File: src/core/txenc_consts.svh
`ifndef TXENC_CONSTS_SVH
`define TXENC_CONSTS_SVH

// Host control codes with the encoder enabled
`define TXE_CTRL_DATA     2'h0
`define TXE_CTRL_FILL     2'h1
`define TXE_CTRL_SPECIAL  2'h2
`define TXE_CTRL_SYNC     2'h3

// Character values
`define TXE_K285_BYTE     8'hBC
`define TXE_K285_NEG      10'h17C
`define TXE_K285_POS      10'h283
`define TXE_VIOL_NEG      10'h1F9
`define TXE_VIOL_POS      10'h206
`define TXE_STATIC_ONE    10'h3FF

// Word sync counter
`define TXE_SYNC_IDLE     4'h0
`define TXE_SYNC_FIRST    4'h1
`define TXE_SYNC_STEP     4'h1
`define TXE_SYNC_LAST     4'hF

// Clock multiplier and speed range
`define TXE_MULT_FULL     5'h0A
`define TXE_MULT_HALF     5'h14
`define TXE_SPD_LOW       2'h0
`define TXE_SPD_MID       2'h1
`define TXE_SPD_HIGH      2'h2

// Special character tables
`define TXE_SPECIAL_COUNT 12
`define TXE_EXT_LAST      8'h0B
`define TXE_LFSR_SPC_NIB  4'h0

// Encoder fields
`define TXE_K28_X         5'h1C
`define TXE_K28_6B        6'h0F
`define TXE_A7_4B         4'h7
`define TXE_D7_X          5'h07
`define TXE_Y7            3'h7
`define TXE_Y3            3'h3
`define TXE_BAL6          3
`define TXE_BAL4          2

// Pattern generator
`define TXE_LFSR_W        9
`define TXE_LFSR_SEED     9'h1FF
`define TXE_LFSR_TAP      4

// Reset values of the configuration latches
`define TXE_RST_ENC_EN    1'h1
`define TXE_RST_SELFTEST  1'h0
`define TXE_RST_RATE      1'h0
`define TXE_RST_LOOPBACK  1'h0
`define TXE_RST_RXREF     1'h0

`endif

File: src/core/txenc_pkg.sv
`include "txenc_consts.svh"

package txenc_pkg;

  typedef struct packed {
    logic       viol;
    logic       isK;
    logic [7:0] code;
  } txenc_char_type;

  typedef struct packed {
    logic encoderEnableLatch;
    logic txSelftestLatch;
    logic refRateSelect;
    logic localLoopbackEnable;
    logic rxRefClockMode;
  } txenc_cfg_type;

  typedef enum logic [1:0] {BIST_OFF, BIST_SYNC, BIST_RUN} txenc_bist_type;

  localparam txenc_char_type TXENC_FILL_CHAR = '{viol: 1'h0, isK: 1'h1,
                                                 code: `TXE_K285_BYTE};

  // Special byte values, in the order of the extended index
  localparam logic [7:0] TXENC_SPECIAL [`TXE_SPECIAL_COUNT] = '{
    8'h1C, 8'h3C, 8'h5C, 8'h7C, 8'h9C, 8'hBC,
    8'hDC, 8'hFC, 8'hF7, 8'hFB, 8'hFD, 8'hFE};

  // Extended table by index, the same whole table by value, else violation
  function automatic txenc_char_type txenc_map_special(input logic [7:0] v);
    txenc_map_special = '{viol: 1'h1, isK: 1'h1, code: v};
    if (v <= `TXE_EXT_LAST) begin
      txenc_map_special.viol = 1'h0;
      txenc_map_special.code = TXENC_SPECIAL[v[3:0]];
    end else begin
      for (int i = 0; i < `TXE_SPECIAL_COUNT; i++) begin
        if (v == TXENC_SPECIAL[i]) begin
          txenc_map_special.viol = 1'h0;
        end
      end
    end
  endfunction

endpackage

File: src/core/txenc_encoder.sv
`timescale 1ns/100ps
`include "txenc_consts.svh"

module txenc_encoder (
  input  wire txenc_pkg::txenc_char_type charIn,
  input  wire logic                      rdPosIn,
  output logic [9:0]                     codeOut,
  output logic                           rdPosOut
);
  import txenc_pkg::*;

  // Negative disparity forms, first code bit in the msb
  localparam logic [5:0] TBL6 [32] = '{
    6'h27, 6'h1D, 6'h2D, 6'h31, 6'h35, 6'h29, 6'h19, 6'h38,
    6'h39, 6'h25, 6'h15, 6'h34, 6'h0D, 6'h2C, 6'h1C, 6'h17,
    6'h1B, 6'h23, 6'h13, 6'h32, 6'h0B, 6'h2A, 6'h1A, 6'h3A,
    6'h33, 6'h26, 6'h16, 6'h36, 6'h0E, 6'h2E, 6'h1E, 6'h2B};
  localparam logic [3:0] TBL4 [8] = '{
    4'hB, 4'h9, 4'h5, 4'hC, 4'hD, 4'hA, 4'h6, 4'hE};

  logic [4:0] x;
  logic [2:0] y;
  logic [5:0] c6;
  logic [3:0] c4;
  logic       rdMid;
  logic       isK28;
  logic       kFlip;
  logic       alt7;

  always_comb begin
    x     = charIn.code[4:0];
    y     = charIn.code[7:5];
    isK28 = charIn.isK && (x == `TXE_K28_X);
    c6    = isK28 ? `TXE_K28_6B : TBL6[x];
    if (rdPosIn && (($countones(c6) != `TXE_BAL6) || (x == `TXE_D7_X))) begin
      c6 = ~c6;
    end
    rdMid = ($countones(c6) == `TXE_BAL6) ? rdPosIn : !rdPosIn;
    kFlip = isK28 && (y inside {3'h1, 3'h2, 3'h5, 3'h6});
    alt7  = (y == `TXE_Y7) && (charIn.isK ||
            (!rdMid && (x inside {5'h11, 5'h12, 5'h14})) ||
            (rdMid && (x inside {5'h0B, 5'h0D, 5'h0E})));
    c4 = alt7 ? `TXE_A7_4B : TBL4[y];
    if (kFlip) begin
      c4 = ~c4;
    end
    if (rdMid && (($countones(c4) != `TXE_BAL4) || (y == `TXE_Y3) ||
                  kFlip)) begin
      c4 = ~c4;
    end
    rdPosOut = ($countones(c4) == `TXE_BAL4) ? rdMid : !rdMid;
    codeOut  = {<<{c6, c4}};
    if (charIn.viol) begin
      codeOut  = rdPosIn ? `TXE_VIOL_POS : `TXE_VIOL_NEG;
      rdPosOut = rdPosIn;
    end
  end

endmodule // txenc_encoder

File: src/core/txenc_lfsr.sv
`timescale 1ns/100ps
`include "txenc_consts.svh"

module txenc_lfsr (
  input  wire logic                 core_clk,
  input  wire logic                 rst,
  input  wire logic                 restart,
  input  wire logic                 advance,
  output txenc_pkg::txenc_char_type patternChar,
  output logic                      passLast
);
  import txenc_pkg::*;

  logic [`TXE_LFSR_W-1:0] state_q;
  logic [`TXE_LFSR_W-1:0] state_d;

  always_comb begin
    state_d  = {state_q[`TXE_LFSR_W-2:0],
                state_q[`TXE_LFSR_W-1] ^ state_q[`TXE_LFSR_TAP]};
    passLast = (state_d == `TXE_LFSR_SEED);
    patternChar = '{viol: 1'h0, isK: 1'h0, code: state_q[7:0]};
    if (state_q[`TXE_LFSR_W-1] && (state_q[7:4] == `TXE_LFSR_SPC_NIB)) begin
      patternChar = txenc_map_special(state_q[7:0]);
    end
  end

  always_ff @(posedge core_clk) begin
    if (rst || restart) begin
      state_q <= `TXE_LFSR_SEED;
    end else if (advance) begin
      state_q <= state_d;
    end
  end

endmodule // txenc_lfsr

File: src/core/txenc_tx_channel.sv
`timescale 1ns/100ps
`include "txenc_consts.svh"

module txenc_tx_channel (
  input  wire logic                     core_clk,
  input  wire logic                     rst,
  input  wire logic                     cfgWrite,
  input  wire txenc_pkg::txenc_cfg_type cfgIn,
  input  wire logic [7:0]               txCharBits,
  input  wire logic [1:0]               txCharCtrl,
  input  wire logic                     txPhaseError,
  input  wire logic [1:0]               speedRangeSelect,
  output logic [9:0]                    txShiftChar_q,
  output logic                          driverStatic_q,
  output logic                          runDispPos_q,
  output logic [4:0]                    bitClockMult_q,
  output logic [1:0]                    speedBand_q,
  output logic                          speedReserved_q,
  output logic                          selftestActive_q,
  output logic                          wordSyncBusy_q
);
  import txenc_pkg::*;

  txenc_cfg_type  cfg_q;
  txenc_bist_type bist_q;
  txenc_bist_type bist_d;
  logic [3:0]     syncCnt_q;
  logic [3:0]     syncCnt_d;
  logic [1:0]     spdMeta_q;
  logic [1:0]     spdSync_q;
  txenc_char_type encIn;
  txenc_char_type lfsrChar;
  logic [9:0]     encCode;
  logic           encRdPos;
  logic           useEnc;
  logic           lfsrAdvance;
  logic           lfsrRestart;
  logic           lfsrPassLast;
  logic           normalPath;
  logic           encUsed_q;

  // Configuration latches
  always_ff @(posedge core_clk) begin
    if (rst) begin
      cfg_q.encoderEnableLatch  <= `TXE_RST_ENC_EN;
      cfg_q.txSelftestLatch     <= `TXE_RST_SELFTEST;
      cfg_q.refRateSelect       <= `TXE_RST_RATE;
      cfg_q.localLoopbackEnable <= `TXE_RST_LOOPBACK;
      cfg_q.rxRefClockMode      <= `TXE_RST_RXREF;
    end else if (cfgWrite) begin
      cfg_q <= cfgIn;
    end
  end

  assign normalPath = !txPhaseError && (bist_q == BIST_OFF);

  // Character selection
  always_comb begin
    encIn       = '{viol: 1'h0, isK: 1'h0, code: txCharBits};
    useEnc      = 1'h1;
    lfsrAdvance = 1'h0;
    lfsrRestart = 1'h0;
    syncCnt_d   = syncCnt_q;
    bist_d      = bist_q;
    if (txPhaseError) begin
      encIn.viol = 1'h1;
    end else begin
      case (bist_q)
        BIST_OFF: begin
          if (syncCnt_q != `TXE_SYNC_IDLE) begin
            encIn     = TXENC_FILL_CHAR;
            syncCnt_d = 4'(syncCnt_q + `TXE_SYNC_STEP);
          end else if (!cfg_q.encoderEnableLatch) begin
            useEnc = 1'h0;
          end else begin
            case (txCharCtrl)
              `TXE_CTRL_DATA: begin
                encIn.isK = 1'h0;
              end
              `TXE_CTRL_FILL: begin
                encIn = TXENC_FILL_CHAR;
              end
              `TXE_CTRL_SPECIAL: begin
                encIn = txenc_map_special(txCharBits);
              end
              default: begin
                encIn     = TXENC_FILL_CHAR;
                syncCnt_d = `TXE_SYNC_FIRST;
              end
            endcase
          end
          if (cfg_q.txSelftestLatch && (syncCnt_d == `TXE_SYNC_IDLE)) begin
            bist_d      = cfg_q.rxRefClockMode ? BIST_SYNC : BIST_RUN;
            lfsrRestart = 1'h1;
          end
        end
        BIST_SYNC: begin
          encIn     = TXENC_FILL_CHAR;
          syncCnt_d = 4'(syncCnt_q + `TXE_SYNC_STEP);
          if (syncCnt_q == `TXE_SYNC_LAST) begin
            bist_d = BIST_RUN;
          end
        end
        BIST_RUN: begin
          encIn       = lfsrChar;
          lfsrAdvance = 1'h1;
          if (lfsrPassLast && cfg_q.rxRefClockMode) begin
            bist_d = BIST_SYNC;
          end
        end
        default: begin
          bist_d = BIST_OFF;
        end
      endcase
    end
    if (!cfg_q.txSelftestLatch && (bist_q != BIST_OFF)) begin
      bist_d    = BIST_OFF;
      syncCnt_d = `TXE_SYNC_IDLE;
    end
  end

  txenc_encoder u_encoder (
    .charIn   (encIn),
    .rdPosIn  (runDispPos_q),
    .codeOut  (encCode),
    .rdPosOut (encRdPos)
  );

  txenc_lfsr u_lfsr (
    .core_clk    (core_clk),
    .rst         (rst),
    .restart     (lfsrRestart),
    .advance     (lfsrAdvance),
    .patternChar (lfsrChar),
    .passLast    (lfsrPassLast)
  );

  // Self-test state
  always_ff @(posedge core_clk) begin
    if (rst) begin
      bist_q           <= BIST_OFF;
      selftestActive_q <= 1'h0;
    end else begin
      bist_q           <= bist_d;
      selftestActive_q <= (bist_d != BIST_OFF);
    end
  end

  // Word sync counter
  always_ff @(posedge core_clk) begin
    if (rst) begin
      syncCnt_q      <= `TXE_SYNC_IDLE;
      wordSyncBusy_q <= 1'h0;
    end else begin
      syncCnt_q      <= syncCnt_d;
      wordSyncBusy_q <= (syncCnt_d != `TXE_SYNC_IDLE);
    end
  end

  // Character to shifter, code bit a in bit 0 leaves first
  always_ff @(posedge core_clk) begin
    if (rst) begin
      txShiftChar_q  <= `TXE_STATIC_ONE;
      driverStatic_q <= 1'h0;
      encUsed_q      <= 1'h0;
    end else begin
      driverStatic_q <= cfg_q.localLoopbackEnable;
      encUsed_q      <= !cfg_q.localLoopbackEnable && useEnc && !encIn.viol;
      if (cfg_q.localLoopbackEnable) begin
        txShiftChar_q <= `TXE_STATIC_ONE;
      end else if (useEnc) begin
        txShiftChar_q <= encCode;
      end else begin
        txShiftChar_q <= {txCharCtrl, txCharBits};
      end
    end
  end

  // Running disparity
  always_ff @(posedge core_clk) begin
    if (rst) begin
      runDispPos_q <= 1'h0;
    end else if (useEnc) begin
      runDispPos_q <= encRdPos;
    end
  end

  // Speed range pin synchroniser
  always_ff @(posedge core_clk) begin
    if (rst) begin
      spdMeta_q <= `TXE_SPD_LOW;
      spdSync_q <= `TXE_SPD_LOW;
    end else begin
      spdMeta_q <= speedRangeSelect;
      spdSync_q <= spdMeta_q;
    end
  end

  // Clock multiplier and band
  always_ff @(posedge core_clk) begin
    if (rst) begin
      bitClockMult_q  <= `TXE_MULT_FULL;
      speedBand_q     <= `TXE_SPD_LOW;
      speedReserved_q <= 1'h0;
    end else begin
      bitClockMult_q <= cfg_q.refRateSelect ? `TXE_MULT_HALF : `TXE_MULT_FULL;
      speedBand_q     <= (spdSync_q == `TXE_SPD_HIGH) ? `TXE_SPD_HIGH :
                         (spdSync_q == `TXE_SPD_LOW) ? `TXE_SPD_LOW :
                         `TXE_SPD_MID;
      speedReserved_q <= (spdSync_q == `TXE_SPD_LOW) && cfg_q.refRateSelect;
    end
  end
endmodule // txenc_tx_channel

File: config.mk
export PLATFORM = sky130hd
export DESIGN_NAME = txenc_tx_channel
export DESIGN_NICKNAME = d
export VERILOG_FILES = /design/src/core/txenc_pkg.sv /design/src/core/txenc_encoder.sv /design/src/core/txenc_lfsr.sv /design/src/core/txenc_tx_channel.sv
export VERILOG_INCLUDE_DIRS = /design/src /design/src/core
export SDC_FILE = /design/constraint.sdc
export NUM_CORES = 1
export LEC_CHECK = 0
export BUFFER_PORTS_ARGS = -buffer_cell sky130_fd_sc_hd__buf_2
export CAP_MARGIN = 20
export CORE_UTILIZATION = 40
export CTS_CLUSTER_SIZE = 20
export DETAILED_ROUTE_END_ITERATION = 16
export PLACE_DENSITY = 0.66
export SETUP_SLACK_MARGIN = 0.3
export SYNTH_ARGS = -nofsm -noshare
export SYNTH_HDL_FRONTEND = slang
export SYNTH_SLANG_ARGS = --single-unit
File: constraint.sdc
create_clock -name core_clk -period 10 [get_ports core_clk]
set_clock_uncertainty 0.2 [all_clocks]
set_input_delay 1 -clock core_clk [delete_from_list [all_inputs] [get_ports core_clk]]
set_output_delay 1 -clock core_clk [all_outputs]
set_load 0.01 [all_outputs]
==> qor.txt <==
Status -> complete, no violations
First-pass iteration count of the detailed router -> 5
Fillers -> 817
Power per cell area -> 172.2 nW/µm²
Maximum VDD drop -> 0.00008074 V
Yosys reg bits -> 43
Initial antenna violation count -> 0
Root buffer cell -> clkbuf_8
Routing usage on met1 -> 32.19%
Syn Area/Cell -> 7.889 µm²
Max Slew Vio Count -> 0
Synth cell types -> 88
FMAX -> 0.1009 GHz
Gr ovfl total -> 0
Yosys warnings -> 0
CP Data Required Time -> 9990 ps
Count of nets after finishing -> 658
Via/cell ratio -> 5.738
DIE WIDTH -> 99.50 µm
Setup violations, final -> 0
Clock Tree Buf Depth -> 2
First-pass GRT wire length -> 20130 µm
Leading area contributor after synthesis -> dfxtp_1
Part of the cycle the worst path needs -> 99.10%
N_diodes -> 0
Hold-fix buffers, CTS -> 0
Rel. slew slack -> 33.08%
Via count -> 4263
Fraction of layout cells with a size suffix above 1 -> 38.11%
Std cell rows -> 35
Max incr delay on CP -> 570 ps
Max H-tree Level -> 2
Critical path launch point type -> input port
Crit path max-delay family -> adder cells
Kind of critical path -> input port to flop
Placed insts -> 729
Total negative slack -> 0 ps
Clock Latency Late Sink -> 300 ps
Largest cells by area after synthesis -> dfxtp_1, ha_1, a21oi_1
Final min period -> 9910 ps
Drt wl/cell -> 16.44 µm
Setup crit end kind -> flop
DRC Markers -> 0
Synth-to-Final Area Change -> 39.75%
FFs w/ async S/R, synth -> 0%
Fin. Hold Viols -> 0
Mapped Area -> 3802 µm²
Port buffer count -> 41
Met2 GRT Util -> 43.86%
WL final -> 12220 µm
Total global routing track utilization -> 25.19%
Hold WC Path Type -> flop to flop
CTS tree -> done
Syn Nets -> 527
CP Data Arrival Time -> 9900 ps
Vias in the first global route -> 4140
Register area share after synthesis -> 22.64%
Full die area -> 9900 µm²
Core area -> 9240 µm²
Largest net degree at the start of global routing -> 19
Reg clk slew, reported paths -> 90 ps
Gpl congestion -> 0.9700
Crit-path most repeated cell -> fa_1
Worst-Margin Slew -> 990.8 ps
Top-level I/O count -> 43
Max Cap Viol -> 0
Top cell type's share of synthesized area -> 22.64%
Leakage power -> 2.302 nW
Post-route ant nets -> 0
RSZ-0062 raised after global routing -> yes
Main synth FF type -> dfxtp_1
Final HPWL DP -> 9550 µm
Buf/Inv on CP -> 3
Grt met3 use -> 3.233%
Number of CTS-inserted buffers -> 5
Post-synth EDFFs -> 0
Final std cells w/o fill -> 743
Starting Density -> 41.15%
Die Ht -> 99.50 µm
Post-synthesis cell count -> 482
GRT busiest layer -> met2
Crit Path Max Fanout -> 7
TritonCTS Sinks -> 43
CP max-delay cell -> or4_4
First DRT Iteration DRCs -> 357
-- placed cells by master, fill, tap and decap left out, types with 4 or more instances in the layout --
master	Yosys	layout
nor2_1	36	34
o31ai_1	6	5
inv_1	18	16
nor3b_1	4	4
and3_1	5	5
fa_1	5	4
mux2i_1	10	9
buf_2	8	39
o211ai_1	8	8
nor3_1	21	16
or3_1	5	5
nor3_2	1	5
xor2_1	4	4
nand3_1	18	17
a31oi_1	7	7
nor2b_1	10	10
a21o_1	8	8
nand2_1	42	39
ha_1	19	10
o21ai_0	22	22
dfxtp_1	43	43
a211oi_1	5	4
nand2b_1	6	5
buf_4	4	112
clkbuf_8	0	5
xnor2_1	6	4
nand2_2	1	4
a21oi_1	32	29
or2_2	9	9
nor4_1	9	6
nand4_1	9	9
ha_4	0	9
-- final timing paths --
path                                                      from                    endpoint  slack, ps  depth (start not counted)
worst min-delay path                   spdSync_q[1]$_SDFF_PP0_  speedReserved_q$_SDFF_PP0_        220                          1
worst max-delay path                             txCharBits[4]   runDispPos_q$_SDFFE_PP0P_         90                         42
worst min register to register         spdSync_q[1]$_SDFF_PP0_  speedReserved_q$_SDFF_PP0_        220                          1
worst max register to register  u_lfsr.state_q[6]$_SDFFE_PP1P_   runDispPos_q$_SDFFE_PP0P_        240                         43
-- final cells by class --
class / count / area, µm² / area share [%]
multi-input cells: 392 / 3053 / 57.45
clock buffers: 5 / 68.82 / 1.295
clock inverters: 3 / 43.79 / 0.8241
flip-flops and latches: 43 / 860.8 / 16.20
inverters: 18 / 67.56 / 1.271
well taps: 129 / 161.4 / 3.037
repair buffers: 153 / 1059 / 19.92
-- worst register-to-register path: cells and delay by family, from the launching register on --
| family | cells | cell delay (ps) |
|---|---|---|
| adder cells (fa/ha/maj) | 10 | 3120 |
| AND/OR/NAND/NOR | 16 | 3110 |
| flip-flops | 1 | 330 |
| XOR/XNOR | 2 | 280 |
| AO/OA/AOI/OAI | 11 | 1850 |
| multiplexers | 3 | 620 |
| buffers and inverters | 1 | 160 |
-- layer usage --
layer	part of all wire (%)	vias up
met1	44	2015
met4	2.4	0
met3	4.4	26
met5	0	-
li1	-	2074
met2	49	148
-- through the flow --
stage,power [W],utilization (%),worst slack [ps],instance area (µm²),hold slack (ps)
3_5_place_dp,0.0007200,53.32,-713.4,4927,204.5
2_1_floorplan,0.0005211,-,-328.3,3900,189.7
5_1_grt,0.0009765,57.51,-325.4,5314,238.1
4_1_cts,0.0008947,56.24,-84.96,5196,218.5
3_3_place_gp,0.0007103,53.32,-591.7,4927,199.6
6_report,0.0009152,57.51,90.36,5314,215.7
-- cells in the mapped netlist (4+ instances only) --
master / n
nand3_1: 18
buf_4: 4
mux2i_1: 10
ha_1: 19
nor3_1: 21
nor2b_1: 10
a31oi_1: 7
nor3b_1: 4
xnor2_1: 6
nand2b_1: 6
a21o_1: 8
clkbuf_1: 15
buf_2: 8
and3_1: 5
o21ai_0: 22
o31ai_1: 6
nor4_1: 9
or2_2: 9
dfxtp_1: 43
o211ai_1: 8
a21oi_1: 32
nor2_1: 36
xor2_1: 4
or3_1: 5
fa_1: 5
a211oi_1: 5
or4_1: 5
nand4_1: 9
nand2_1: 42
inv_1: 18
-- report_power, final --
part	switching (W)	internal, W	leakage, nW
Combinational	0.000283	0.000291	1.89
Clock	0.0000656	0.0000745	0.0581
Sequential	0.0000116	0.000189	0.353
Total	0.000360	0.000555	2.30
-- what timing repair did --
| item | in CTS | in global routing |
|---|---|---|
| buffers inserted | 5 | 1 |
| setup endpoints to repair | 4 | 5 |
| gates cloned | 0 | 0 |
| gates resized for setup | 22 | 16 |
| pin swaps | 20 | 16 |
-- flip-flops by register name (all words and copies together) (netlist names), 2 cells and up --
register / flops
txShiftChar_q: 10
speedBand_q: 2
spdMeta_q: 2
u_lfsr.state_q: 9
bitClockMult_q: 2
spdSync_q: 2
cfg_q: 5
bist_q: 2
syncCnt_q: 4
-- cells by family after synthesis --
family	count (synthesis)	share of synthesized area, %
AO/OA/AOI/OAI	140	27.05
XOR/XNOR	10	2.303
adder cells (fa/ha/maj)	24	8.885
buffers and inverters	47	5.330
flip-flops	43	22.64
multiplexers	12	3.225
other	1	0.09862
AND/OR/NAND/NOR	205	30.47
Note: power is estimated with default switching activity, not from simulation.
